### src/common/rtg_pkg.sv
// Constants, types and the function list of the repeated trigger generator.
// Function
// - Run request starts triggers, self-clears when finished.
// - Consecutive triggers separated by programmed hold-off, never below 2 cycles.
// - Exactly the programmed 64-bit count per run.
// - Read-only progress equals issued over count.
// - Gate holds first trigger until workers ready.
// - Gate enabled repeats runs with unchanged settings.
// - Read-only internal clock frequency in hertz.
package rtg_pkg;

  // ----------------------------------------------------------------
  // Clock and timing
  // ----------------------------------------------------------------
  localparam logic [63:0] RTG_CLK_FREQ_HZ = 64'h0000_0000_0beb_c200;
  // Shortest trigger spacing the state machine can serve
  localparam logic [63:0] RTG_GAP_MIN = 64'h0000_0000_0000_0002;

  // ----------------------------------------------------------------
  // Progress fraction format: one integer bit, 32 fraction bits
  // ----------------------------------------------------------------
  localparam int RTG_FRAC_W = 32;
  localparam logic [32:0] RTG_PROG_ZERO = 33'h0_0000_0000;
  localparam logic [32:0] RTG_PROG_ONE = 33'h1_0000_0000;
  localparam logic [5:0] RTG_DIV_LAST = 6'h1f;

  // ----------------------------------------------------------------
  // Reset values
  // ----------------------------------------------------------------
  localparam logic [63:0] RTG_CNT_RST = 64'h0;

  // ----------------------------------------------------------------
  // Sequencer states
  // ----------------------------------------------------------------
  typedef enum logic [1:0] {
    RTG_ST_IDLE = 2'h0,
    RTG_ST_SYNC = 2'h1,
    RTG_ST_FIRE = 2'h2,
    RTG_ST_GAP = 2'h3
  } rtg_state_t;

  // Whole state of the sequencer
  typedef struct packed {
    rtg_state_t st;
    logic runReq;
    logic trig;
    logic [63:0] gapLat;
    logic [63:0] cntLat;
    logic [63:0] issued;
    logic [63:0] gapCnt;
    logic [32:0] prog;
    logic progFinal;
    logic divRun;
    logic [63:0] divNumer;
  } rtg_seq_t;

  // Whole state of the fraction divider
  typedef struct packed {
    logic busy;
    logic done;
    logic [5:0] cnt;
    logic [64:0] rem;
    logic [63:0] denom;
    logic [31:0] quot;
  } rtg_div_t;

endpackage

### src/common/rtg_div_if.sv
// Request and answer bundle between the sequencer and the fraction divider.
`timescale 1ns/1ps
interface rtg_div_if;
  logic start;
  logic [63:0] numer;
  logic [63:0] denom;
  logic busy;
  logic done;
  logic [31:0] quot;

  modport req (output start, output numer, output denom, input busy, input done, input quot);
  modport srv (input start, input numer, input denom, output busy, output done, output quot);
endinterface

### src/rtl/rtg_frac_div.sv
// Sequential divider giving numer/denom as a 32-bit binary fraction.
`timescale 1ns/1ps
module rtg_frac_div
  import rtg_pkg::*;
(
  input wire logic clk_sys,
  input wire logic rstn,
  rtg_div_if.srv div
);

  rtg_div_t r_r;
  rtg_div_t r_nxt;
  logic [64:0] shifted;

  // ----------------------------------------------------------------
  // Restoring division, one quotient bit per cycle
  // ----------------------------------------------------------------
  // Caller keeps numer below denom, so the remainder never overflows 65 bits
  always_comb
  begin
    r_nxt = r_r;
    r_nxt.done = 1'b0;
    shifted = {r_r.rem[63:0], 1'b0};
    if (!r_r.busy && div.start)
    begin
      r_nxt.busy = 1'b1;
      r_nxt.cnt = 6'h00;
      r_nxt.rem = {1'b0, div.numer};
      r_nxt.denom = div.denom;
      r_nxt.quot = 32'h0;
    end
    else if (r_r.busy)
    begin
      if (shifted >= {1'b0, r_r.denom})
      begin
        r_nxt.rem = shifted - {1'b0, r_r.denom};
        r_nxt.quot = {r_r.quot[30:0], 1'b1};
      end
      else
      begin
        r_nxt.rem = shifted;
        r_nxt.quot = {r_r.quot[30:0], 1'b0};
      end
      r_nxt.cnt = r_r.cnt + 6'h01;
      if (r_r.cnt == RTG_DIV_LAST)
      begin
        r_nxt.busy = 1'b0;
        r_nxt.done = 1'b1;
      end
    end
  end

  // State register
  always_ff @(posedge clk_sys or negedge rstn)
  begin
    if (!rstn)
      r_r <= '0;
    else
      r_r <= r_nxt;
  end

  assign div.busy = r_r.busy;
  assign div.done = r_r.done;
  assign div.quot = r_r.quot;

endmodule // rtg_frac_div

### src/rtl/rtg_top.sv
// Repeated trigger generator: run control, hold-off spacing, sync gate, progress.
`timescale 1ns/1ps
module rtg_top
  import rtg_pkg::*;
#(
  parameter int NUM_WORKERS = 8
)
(
  input wire logic clk_sys,
  input wire logic rstn,
  input wire logic runReqSet,
  input wire logic runReqClr,
  input wire logic [63:0] triggerGapCycles,
  input wire logic [63:0] triggerCountTarget,
  input wire logic workerReadyGate,
  input wire logic [NUM_WORKERS-1:0] workerConnected,
  input wire logic [NUM_WORKERS-1:0] workerReady,
  output logic triggerRunRequest,
  output logic triggerPulse,
  output logic syncWaiting,
  output logic [63:0] triggersIssued,
  output logic [32:0] doneFraction,
  output logic [63:0] clockFreqHz
);

  // ----------------------------------------------------------------
  // Elaboration checks
  // ----------------------------------------------------------------
  if (NUM_WORKERS < 1)
  begin : g_chk
    $error("NUM_WORKERS must be at least one");
  end

  rtg_seq_t r_r;
  rtg_seq_t r_nxt;
  logic [NUM_WORKERS-1:0] workerOk;
  logic allReady;
  logic [63:0] issuedInc;
  logic [63:0] gapUse;

  rtg_div_if divBus ();

  rtg_frac_div u_div (
    .clk_sys(clk_sys),
    .rstn(rstn),
    .div(divBus)
  );

  // ----------------------------------------------------------------
  // Worker readiness
  // ----------------------------------------------------------------
  // Unconnected workers count as ready so a partial system still runs
  for (genvar w = 0; w < NUM_WORKERS; w++)
  begin : g_wrk
    assign workerOk[w] = workerReady[w] | ~workerConnected[w];
  end
  assign allReady = &workerOk;

  assign issuedInc = r_r.issued + 64'h1;
  // Spacings below the minimum are stretched, never shortened
  assign gapUse = (r_r.gapLat < RTG_GAP_MIN) ? RTG_GAP_MIN : r_r.gapLat;

  // ----------------------------------------------------------------
  // Sequencer next state
  // ----------------------------------------------------------------
  always_comb
  begin
    r_nxt = r_r;
    r_nxt.trig = 1'b0;
    case (r_r.st)
      RTG_ST_IDLE:
      begin
        if (r_r.runReq)
        begin
          // Settings are frozen here and reused by every repeat
          r_nxt.gapLat = triggerGapCycles;
          r_nxt.cntLat = triggerCountTarget;
          r_nxt.issued = RTG_CNT_RST;
          r_nxt.prog = RTG_PROG_ZERO;
          r_nxt.progFinal = 1'b0;
          r_nxt.divRun = 1'b0;
          r_nxt.divNumer = RTG_CNT_RST;
          if (triggerCountTarget == RTG_CNT_RST)
          begin
            // Empty run finishes at once
            r_nxt.runReq = 1'b0;
            r_nxt.prog = RTG_PROG_ONE;
            r_nxt.progFinal = 1'b1;
          end
          else if (workerReadyGate)
            r_nxt.st = RTG_ST_SYNC;
          else
            r_nxt.st = RTG_ST_FIRE;
        end
      end
      RTG_ST_SYNC:
      begin
        if (!workerReadyGate || runReqClr)
          r_nxt.st = RTG_ST_IDLE;
        else if (allReady)
        begin
          // New repeat with the same frozen settings
          r_nxt.st = RTG_ST_FIRE;
          r_nxt.runReq = 1'b1;
          r_nxt.issued = RTG_CNT_RST;
          r_nxt.prog = RTG_PROG_ZERO;
          r_nxt.progFinal = 1'b0;
          r_nxt.divRun = 1'b0;
          r_nxt.divNumer = RTG_CNT_RST;
        end
      end
      RTG_ST_FIRE:
      begin
        r_nxt.trig = 1'b1;
        r_nxt.issued = issuedInc;
        if (issuedInc == r_r.cntLat)
        begin
          r_nxt.runReq = 1'b0;
          r_nxt.prog = RTG_PROG_ONE;
          r_nxt.progFinal = 1'b1;
          r_nxt.st = workerReadyGate ? RTG_ST_SYNC : RTG_ST_IDLE;
        end
        else
        begin
          r_nxt.gapCnt = gapUse - 64'h1;
          r_nxt.st = RTG_ST_GAP;
        end
      end
      RTG_ST_GAP:
      begin
        r_nxt.gapCnt = r_r.gapCnt - 64'h1;
        if (r_r.gapCnt <= 64'h1)
          r_nxt.st = RTG_ST_FIRE;
      end
      default:
        r_nxt.st = RTG_ST_IDLE;
    endcase

    // Software abort of a run in flight
    if (runReqClr && (r_r.st == RTG_ST_FIRE || r_r.st == RTG_ST_GAP))
    begin
      r_nxt.st = RTG_ST_IDLE;
      r_nxt.trig = 1'b0;
    end

    // Progress refresh; stale answers from an earlier run are dropped
    divBus.start = 1'b0;
    // Nothing is started or taken while idle, so a restart never sees an old answer
    if (!divBus.busy && !r_r.progFinal && r_r.issued != r_r.divNumer
        && r_r.st != RTG_ST_IDLE)
    begin
      divBus.start = 1'b1;
      r_nxt.divNumer = r_r.issued;
      r_nxt.divRun = 1'b1;
    end
    if (divBus.done && r_r.divRun && !r_r.progFinal && !r_nxt.progFinal
        && r_r.st != RTG_ST_IDLE)
      r_nxt.prog = {1'b0, divBus.quot};

    // Software write applied last: a set wins over the self-clear
    if (runReqSet)
      r_nxt.runReq = 1'b1;
    else if (runReqClr)
      r_nxt.runReq = 1'b0;
  end

  assign divBus.numer = r_r.issued;
  assign divBus.denom = r_r.cntLat;

  // ----------------------------------------------------------------
  // State register
  // ----------------------------------------------------------------
  always_ff @(posedge clk_sys or negedge rstn)
  begin
    if (!rstn)
      r_r <= '0;
    else
      r_r <= r_nxt;
  end

  // ----------------------------------------------------------------
  // Outputs
  // ----------------------------------------------------------------
  assign triggerRunRequest = r_r.runReq;
  assign triggerPulse = r_r.trig;
  assign syncWaiting = (r_r.st == RTG_ST_SYNC);
  assign triggersIssued = r_r.issued;
  assign doneFraction = r_r.prog;
  assign clockFreqHz = RTG_CLK_FREQ_HZ;

endmodule // rtg_top

### config.mk
export PLATFORM = sky130hd
export DESIGN_NAME = rtg_top
export DESIGN_NICKNAME = d
export VERILOG_FILES = /design/src/common/rtg_pkg.sv /design/src/common/rtg_div_if.sv /design/src/rtl/rtg_frac_div.sv /design/src/rtl/rtg_top.sv
export SDC_FILE = /design/constraint.sdc
export NUM_CORES = 1
export LEC_CHECK = 0
export BUFFER_PORTS_ARGS = -buffer_cell sky130_fd_sc_hd__buf_2
export CORE_ASPECT_RATIO = 1.4
export CORE_MARGIN = 3
export CORE_UTILIZATION = 35
export CTS_CLUSTER_DIAMETER = 30
export DETAILED_ROUTE_END_ITERATION = 10
export GPL_TIMING_DRIVEN = 0
export HOLD_SLACK_MARGIN = 0.12
export PLACE_DENSITY = 0.52
export REMOVE_ABC_BUFFERS = 1
export SETUP_SLACK_MARGIN = 0.05
export SYNTH_ARGS = -nofsm -noshare
export SYNTH_HDL_FRONTEND = slang
export SYNTH_HIERARCHICAL = 1
export SYNTH_SLANG_ARGS = --single-unit
### constraint.sdc
create_clock -name clk_sys -period 15.05 [get_ports clk_sys]
set_input_delay 0.7525 -clock clk_sys [delete_from_list [all_inputs] [get_ports clk_sys]]
set_output_delay 0.7525 -clock clk_sys [all_outputs]
set_load 0.005 [all_outputs]
Yosys cells after proc, flatten, opt, wreduce, memory -nomap -nowiden
Index checks and enable logic that the tools add are counted.
{"block": "classes", "add_sub_neg": 5, "n_lt_le_gt_ge": 3, "eq_ne": 24, "mux": 44, "bitwise": 16, "n_reduce_logical": 32}
{"cell": "two-way mux 64 bit", "n": 5}
{"cell": "two-way mux 99 bit", "n": 3}
{"cell": "one-hot mux 64 bit (3 select lines)", "n": 1}
{"cell": "two-way mux 65 bit", "n": 2}
{"cell": "one-hot mux 65 bit (2 select lines)", "n": 1}
{"cell": "one-hot mux 64 bit (2 select lines)", "n": 1}
{"cell": "subtractor 64 x 1 -> 64 bit (second input constant)", "n": 2}
{"cell": "one-hot mux 34 bit (3 select lines)", "n": 1}
{"cell": "two-way mux 73 bit", "n": 1}
{"cell": "two-way mux 71 bit", "n": 1}
{"cell": "two-way mux 34 bit", "n": 2}
{"cell": "greater-or-equal comparator 65 x 64 -> 1 bit", "n": 1}
{"cell": "subtractor 65 x 64 -> 65 bit", "n": 1}
{"cell": "adder 64 x 1 -> 64 bit (second input constant)", "n": 1}
{"cell": "equality test 64 bit", "n": 1}
{"cell": "less-or-equal comparator 64 x 1 -> 1 bit (second input constant)", "n": 1}
{"cell": "zero test 64 bit", "n": 1}
{"cell": "less-than comparator 64 x 2 -> 1 bit (second input constant)", "n": 1}
{"cell": "two-way mux 32 bit", "n": 2}
{"cell": "!= test 64 bit", "n": 1}
{"cell": "two-way mux 33 bit", "n": 1}
{"cell": "AND reduction 4 bit", "n": 4}
{"cell": "two-way mux 2 bit", "n": 7}
{"cell": "two-way mux 1 bit", "n": 12}
{"cell": "other kinds (28)", "n": 70}
{"block": "word_totals", "regBits": 527, "inputBits": 149, "output_inout_bits": 164, "elab_cells": 141}

Logic depth before layout (Yosys ltp)
Gate-level depths: netlist of the first run.
{"block": "depth", "depth_word": 11, "depth_mapped": 16, "ltp_nobuf": 15}

By module
Netlist of the first run, hierarchy kept.
{"module": "rtg_top", "instances": 1, "cells_each": 2531, "area_per_inst_um2": 23401.2, "seq_area_each_um2": 8983.6}
{"module": "rtg_frac_div", "instances": 1, "cells_each": 1341, "area_per_inst_um2": 11634.9, "seq_area_each_um2": 4204.0}

Least setup slack after synthesis of the first run
No wires, ideal clock.
{"block": "synth_path", "kind": "register to register", "from": "reg r_r[297] (netlist bit)", "to": "reg r_r[159] (netlist bit)", "setup_time_ps": 131, "arrival_time_ps": 4770, "required_time_ps": 14919, "path_slack_ps": 10149, "stages_incl_launch_ff": 16, "path_buffers": 0, "period_less_slack_ps": 4901, "cell_sequence": "dfrtp_1 or4_1 or4b_2 nor3_1 nand4_1 nand2_1 ha_1 nor3b_1 and2_1 nand3_1 nor3_1 nand2_1 or3_1 xor2_1 nor4_1 or3_1"}
{"block": "synth_between", "elab_chain_len": 5}
{"element": "from (decl)", "line_no": "rtg_top.sv:34", "source": "rtg_seq_t r_r;"}
{"element": "from (signal assigned)", "line_no": "rtg_top.sv:178", "source": "r_r <= r_nxt;"}
{"element": "less-than comparator 64 x 2 -> 1 bit", "line_no": "rtg_top.sv:61", "source": "assign gapUse = (r_r.gapLat < RTG_GAP_MIN) ? RTG_GAP_MIN : r_r.gapLat;"}
{"element": "two-way mux 64 bit (*)", "line_no": "rtg_top.sv:61"}
{"element": "subtractor 64 x 1 -> 64 bit (*)", "line_no": "rtg_top.sv:125", "source": "r_nxt.gapCnt = gapUse - 64'h1;"}
{"element": "two-way mux 64 bit (*)", "line_no": "rtg_top.sv:116", "source": "if (issuedInc == r_r.cntLat)"}
{"element": "one-hot mux 64 bit (2 select lines) (*)", "line_no": "rtg_top.sv:70", "source": "case (r_r.st)"}
Every way passes the cells marked *; elsewhere a longest branch is shown, timed or not. The select of a mux whose other input is x is not followed.
A chain may end at the register's enable or synchronous reset.

Worst setup path after layout of the first run
{"block": "layout_path", "from": "reg r_r, in the netlist triggersIssued[5]", "to": "reg r_r, in the netlist doneFraction[8]"}
{"block": "layout_between", "elab_chain_len": 9, "word_cells_on_any_way": 14, "classes_between": "1 x add/sub; 5 x eq/ne; 3 x mux; 5 x reduce/logical"}
{"element": "adder 64 x 1 -> 64 bit (*)", "line_no": "rtg_top.sv:59", "source": "assign issuedInc = r_r.issued + 64'h1;"}
{"element": "equality test 64 bit (*)", "line_no": "rtg_top.sv:116"}
{"element": "two-way mux 34 bit", "line_no": "rtg_top.sv:116"}
{"element": "one-hot mux 34 bit (3 select lines)", "line_no": "rtg_top.sv:70"}
{"element": "zero test 1 bit", "line_no": "rtg_top.sv:156", "source": "if (divBus.done && r_r.divRun && !r_r.progFinal && !r_nxt.progFinal"}
{"element": "logical AND 1 bit", "line_no": "rtg_top.sv:156"}
{"element": "logical AND 1 bit", "line_no": "rtg_top.sv:157", "source": "&& r_r.st != RTG_ST_IDLE)"}
{"element": "!= test 3 x 2 -> 1 bit (no source line), or another cell as far along"}
{"element": "AND reduction 5 bit (no source line)"}
Marked as above.

==> results.ini, run 1 <==
[die]
coreArea_sq_um=98700
dieArea_sq_um=104000
die_height_microns=380
rows=136
die_w_microns=273
initial_core_util_pct=35.5
io_pins=313

[sta]
rsz0062_at_grt=no
layout_min_cycle_time_ns=7.31
drv_slew=0
skew_ns=0.0275
finalSetupViolCount=0
finalHoldViolations=0
fin_crit_sh_pct=48.5
max-slew-margin-rel_pct=10.6
worst_pin_slew_ns=1.34
timing.fmax_mhz=137
fin_setup_tns_ns=0
worst_slack_ns=7.74

[logic_synthesis]
netlist_area_sq_um=35000
synth_mux_area_share_pct=6.34
ys.flop_type=dfrtp_1
synth-compound-area-share_pct=19.4
ys_types=96
synth_top_family_by_area=compound AO/OA/AOI/OAI gates
synthSimpleGateAreaFrac_pct=18.3
synthAdderAreaFrac_pct=2.66
synthCells=3872
async_reset_ff_share_pct=100
synth-edff-count=0
synth_xor_area_share_pct=6.90
synth_seq_cells=527
synth_seq_area_share_pct=37.6
synth_area_per_cell_sq_um=9.05
synth_warnings=6

[clock_network]
clk_pin_slew_worst_paths_ns=0.05
postCtsResizedCells=0
clock_path_buffers=3
htree_num_levels=3
cts_root_buf=clkbuf_16
post-cts-setup-buffer-count=0
tritoncts_num_sinks=527
holdBufCountCts=1
cts_tree=done
numCtsBuffers=121
clock_latency_ns=0.73

[critical_path]
end_kind=flip-flop
crit_start=triggersIssued[5]
reg2reg_from=triggersIssued[5]
path_class=reg2reg
cp_data_required_time_ns=15.64
cp.arrival_ns=7.90
worstSetupStartpointType=flip-flop
path_max_fanout=33

[final_layout]
drive_gt1_share_pct=18.6
area_growth_pct=17.0
multi_input_area_sq_um=19200
final_nets=4120
layout.area.seq_sq_um=13200
layout.cells.non_filler=5317
nFillCells=9874

[route]
wl_per_cell_microns=23.2
wirelength_mm=123
vias=30100
drt_first_pass_iters=5
drcViolationCount=0
viasPerCell=5.66
final_antenna_net_count=0
drt_iter0_drc=1980

[placement]
dp_hpwl_mm=89.9
port_buffers=248
place_ws_ns=7.26
post-place-cells=5083
gp_congestion=0.913

[power_and_ir_drop]
power.density_nw_per_um2=242
ir_drop_mv=0.112
leakagePower_nw=17.6

[hold_path]
hp-start=triggerGapCycles[42]
hp-class=in2reg

[flow_run]
cap_violations=0

[grt]
antenna_found_initial=5
grt_pass1_wl_mm=187
grt_max_degree=112
grt.total_usage_pct=23.3
grt_overflow=0
grt_pass1_vias=29900

[run_status]
status=finished clean

[final timing paths]
path / to / slack (ns) / depth (start not counted)
setup / recovery: doneFraction[8] / 7.74 / 11
hold / removal: r_r[333] / 0.25 / 2
setup reg to reg: doneFraction[8] / 7.74 / 11
hold reg to reg: r_r[64] / 0.48 / 1
max in group asynchronous: u_div/r_r[150] / 13.20 / 4
min in group asynchronous: r_r[347] / 0.45 / 2
[area by class of cell]
cell class                      count  area share (%)
Inverter                          114            1.05
Clock inverter                     89            2.91
Sequential cell                   527            32.2
Clock buffer                      141            7.86
Antenna cell                        2          0.0122
Multi-Input combinational cell   2824            46.7
Tap cell                         1311            4.00
Timing Repair Buffer              309            5.28
[cells in the final DEF (no fill, tap or decap), types with 71 or more instances in the layout]
cell type  Yosys  final
a21oi_1      162    162
a22o_1       145    145
buf_2         58    247
clkbuf_16      0    122
dfrtp_1      527    526
ha_1          73     71
inv_1        113    112
mux2_2       135    135
nand2_1      320    318
nand3_1      104    104
nand4_1       78     78
nor2_1       187    184
nor3_1        84     82
nor4_1        89     83
o21ai_0      205    204
or3_1         74     74
xnor2_1      138    138
xor2_1       138    138
[routing by layer]
layer,part of all wire [%],vias to the layer above,global-route usage (%)
met4,6.0,4,13.7
met2,49,931,39.7
li1,-,14000,-
met5,0.017,-,0
met3,5.2,286,3.95
met1,40,14800,27.4
[synth_stat cells (40+ instances only)]
| library cell | count | area share (%) |
|---|---|---|
| buf_2 | 58 | 0.83 |
| or3_1 | 74 | 1.3 |
| nor3_1 | 84 | 1.2 |
| clkbuf_1 | 192 | 2.1 |
| xor2_1 | 138 | 3.4 |
| ha_1 | 73 | 2.6 |
| buf_4 | 206 | 4.4 |
| nand4_1 | 78 | 1.4 |
| o21ai_0 | 205 | 2.9 |
| or4_1 | 46 | 0.99 |
| inv_1 | 113 | 1.2 |
| mux2_2 | 135 | 4.3 |
| o211ai_1 | 50 | 1.1 |
| nand2_1 | 320 | 3.4 |
| a22o_1 | 145 | 3.6 |
| xnor2_1 | 138 | 3.4 |
| mux2i_1 | 70 | 2.0 |
| nand3_1 | 104 | 1.5 |
| a31oi_1 | 40 | 0.71 |
| nor2_1 | 187 | 2.0 |
| nor2b_1 | 42 | 0.75 |
| nor4_1 | 89 | 1.6 |
| a211oi_1 | 41 | 0.88 |
| o31ai_1 | 48 | 1.0 |
| a21o_1 | 55 | 1.2 |
| dfrtp_1 | 527 | 38 |
| o21ai_1 | 45 | 0.64 |
| a21oi_1 | 162 | 2.3 |
[state kept, by name, indices dropped and copies added, names as in the netlist]
| signal | cells |
|---|---|
| r_r | 196 |
| u_div/r_r | 134 |
| divBus.denom | 64 |
| triggersIssued | 64 |
| doneFraction | 33 |
| u_div/div.quot | 32 |
| triggerPulse | 1 |
| triggerRunRequest | 1 |
| u_div/div.busy | 1 |
| u_div/div.done | 1 |
[critical path, cell delays in order (launching register included)]
cell	delay, ns
dfrtp_1	0.83
nand4_4	0.41
nor4_2	0.69
clkbuf_4	0.36
nand4_1	0.32
or3_1	0.49
xnor2_1	0.19
or4_4	0.55
nor4_2	0.85
nand3_1	1.21
a31o_2	0.88
a22o_1	0.34
[through the flow]
step	power, mW	hold WS, ns	instance area, sq um	util [%]
after floorplan	5.72	0.446	32600	-
after global placement	7.06	0.459	35500	36.0
after detailed placement	7.07	0.474	36600	37.1
after CTS	9.97	0.194	41000	41.5
after global routing	10.6	0.226	41000	41.5
final	9.93	0.253	41000	41.6
[cells by family (layout without fill, tap and decap cells)]
family | Yosys count | in the layout
simple gates | 1214 | 1214
compound gates | 991 | 991
buf+inv | 583 | 653
flops | 527 | 527
xor+xnor | 276 | 276
mux | 205 | 205
fa+ha+maj | 74 | 74
other cells | 2 | 66
[report_power, final]
part           switching, mW  total [mW]  internal [mW]
clock network          0.951        2.84           1.89
registers              0.558        2.49           1.94
logic                   2.65        4.59           1.95
total                   4.16        9.93           5.77
Power figures use the tool's default switching activity.
==> run 2, diff against run 1 <==
PLACE_DENSITY = 0.54   (was 0.52)
clock period = 6.1 ns   (was 15.05 ns; I/O delays follow)
==> results.ini, run 2 (same netlist as run 1, synthesis figures left out) <==
[clock_network]
tritoncts_num_sinks=527  ; unchanged
numCtsBuffers=121  ; unchanged
cts_root_buf=clkbuf_16
htree_num_levels=3  ; unchanged
cts_tree=done
clock_latency_ns=0.74  ; about the same
clock_path_buffers=3  ; unchanged
clk_pin_slew_worst_paths_ns=0.05  ; about the same

[final_layout]
most-common-layout-cells=524 x dfrtp_1, 318 x nand2_1, 247 x buf_2, 204 x o21ai_0, 184 x nor2_1
largest_reg_flops=196  ; unchanged
final_nets=4259  ; +3.4%
final_common_cell=dfrtp_1
stdcell_area_sq_um=42700  ; +4.1%
area_growth_pct=21.8
drive_gt1_share_pct=18.3  ; -0.26 points
layout.cells.non_filler=5455  ; +2.6%
regMostFlops=r_r
reg_top3=r_r (196), u_div/r_r (134)

[route]
wirelength_mm=125  ; +1.7%
viasPerCell=5.67  ; +0.26%
drcViolationCount=0  ; unchanged
wl_per_cell_microns=23.0  ; -0.88%
drt_iter0_drc=2347  ; +19%
drt_first_pass_iters=5  ; unchanged
vias=30900  ; +2.9%
final_antenna_net_count=0  ; unchanged

[sta]
fin_hold_ws_ns=0.201  ; -0.0519 ns
fin_crit_sh_pct=95.4  ; +47 points
timing.fmax_mhz=172  ; +25%
drv_slew=0  ; unchanged
layout_min_cycle_time_ns=5.82  ; -1.48 ns
skew_ns=0.0540  ; +0.0265 ns
worst_pin_slew_ns=1.12  ; -0.225 ns
finalSetupViolCount=0  ; unchanged
rsz0062_at_grt=no
max-slew-margin-rel_pct=25.4  ; +15 points
finalHoldViolations=0  ; unchanged

[die]
io_pins=313  ; unchanged
die_w_microns=273  ; unchanged
die_height_microns=380  ; unchanged
initial_core_util_pct=35.5  ; unchanged
coreArea_sq_um=98700  ; unchanged
dieArea_sq_um=104000  ; unchanged
rows=136  ; unchanged

[placement]
post-place-cells=5084  ; +0.020%
post_dp_cell_area_sq_um=36600  ; about the same
dp_hpwl_mm=90.7  ; +0.83%
gp_congestion=0.928  ; +1.6%
port_buffers=248  ; unchanged

[run_status]
status=finished clean

[power_and_ir_drop]
total_power_mw=24.9  ; +150%
leakagePower_nw=18.4  ; +4.5%
ir_drop_mv=0.361  ; +220%
power.density_nw_per_um2=584  ; +140%

[grt]
grt_pass1_wl_mm=190  ; +1.6%
grt_pass1_vias=30500  ; +2.0%
antenna_found_initial=3  ; -2
grt_max_degree=101  ; -9.8%
grt.total_usage_pct=23.7  ; +0.36 points
grt_overflow=0  ; unchanged

[critical_path]
cp.arrival_ns=6.39  ; -1.51 ns
worstSetupStartpointType=flip-flop
end_kind=flip-flop
path_class=reg2reg
cp_data_required_time_ns=6.67  ; -8.97 ns
path_max_fanout=33  ; unchanged

[flow_run]
cap_violations=0  ; unchanged

[hold_path]
hp-class=in2async

run 2: cell count changes in the layout (fill, tap and decap cells not counted), sizes merged:
cell	previous run	this run
buf	307	315
bufinv	20	28
clkbuf	142	146
clkinv	29	32
clkinvlp	21	13
diode	2	1
dlygate4sd3	1	133
inv	133	125
run 2: final timing paths:
path	startpoint	end	slack [ns]	cells after the start
max reg2reg	triggersIssued[16]	doneFraction[9]	0.28	10
min	rstn	doneFraction[1]	0.20	3
max	triggersIssued[16]	doneFraction[9]	0.28	10
min in group clk_sys	triggerGapCycles[42]	r_r[333]	0.34	3
min reg2reg	r_r[64]	r_r[64]	0.47	1
max in group asynchronous	rstn	u_div/r_r[113]	4.51	5
run 2: what timing repair did:
| action | in CTS | in global routing |
|---|---|---|
| gates resized for setup | 14 | 6 |
| buffers inserted | 1 | 5 |
| setup endpoints to repair | 98 | 71 |
| pin swaps | 2 | 3 |
| hold endpoints to repair | 347 | 0 |
| hold buffers | 134 | 0 |
| gates cloned | 0 | 0 |
run 2: worst max-delay path: stages, from the launching register on:
cell	delay, ns
dfrtp_1	0.84
nand4_2	0.42
nor3_2	0.69
nand4_1	0.46
or3_1	0.50
xnor2_1	0.22
or4_4	0.57
nor4_4	0.62
nand3_4	0.47
a31o_4	0.52
a22o_1	0.29
run 2: per-layer routing:
metal	GRT usage, %	up-vias	routed length, microns
met4	13.8	0	7650
met5	0	-	0
li1	-	14300	-
met1	27.7	15200	49400
met2	40.9	1087	61900
met3	3.50	296	6620
run 2: layout make-up:
type,instances,area (sq um)
diodes,1,2.50
fillers,9637,56000
multi-input cells,2824,19300
clock inverters,84,1310
well taps,1311,1640
inverters,114,429
clock buffers,146,3270
repair buffers,448,3580
flip-flops and latches,527,13200
run 2: per-stage QoR:
stage          util [%]   TNS, ns  setup slack (ns)
3_5_place_dp       37.1    -90.94             -1.47
5_1_grt            43.3         0            0.0745
2_1_floorplan         -  -3546.88            -20.85
6_report           43.3         0             0.278
4_1_cts            43.2         0            0.0547
3_3_place_gp       36.0         -            -51.05
run 2: where the power goes:
part           leakage (nW)  switching, mW  internal (mW)
sequential             6.65           1.37           4.78
clock                  2.21           2.26           5.00
combinational          9.52           6.64           4.87
total                  18.4           10.3           14.7
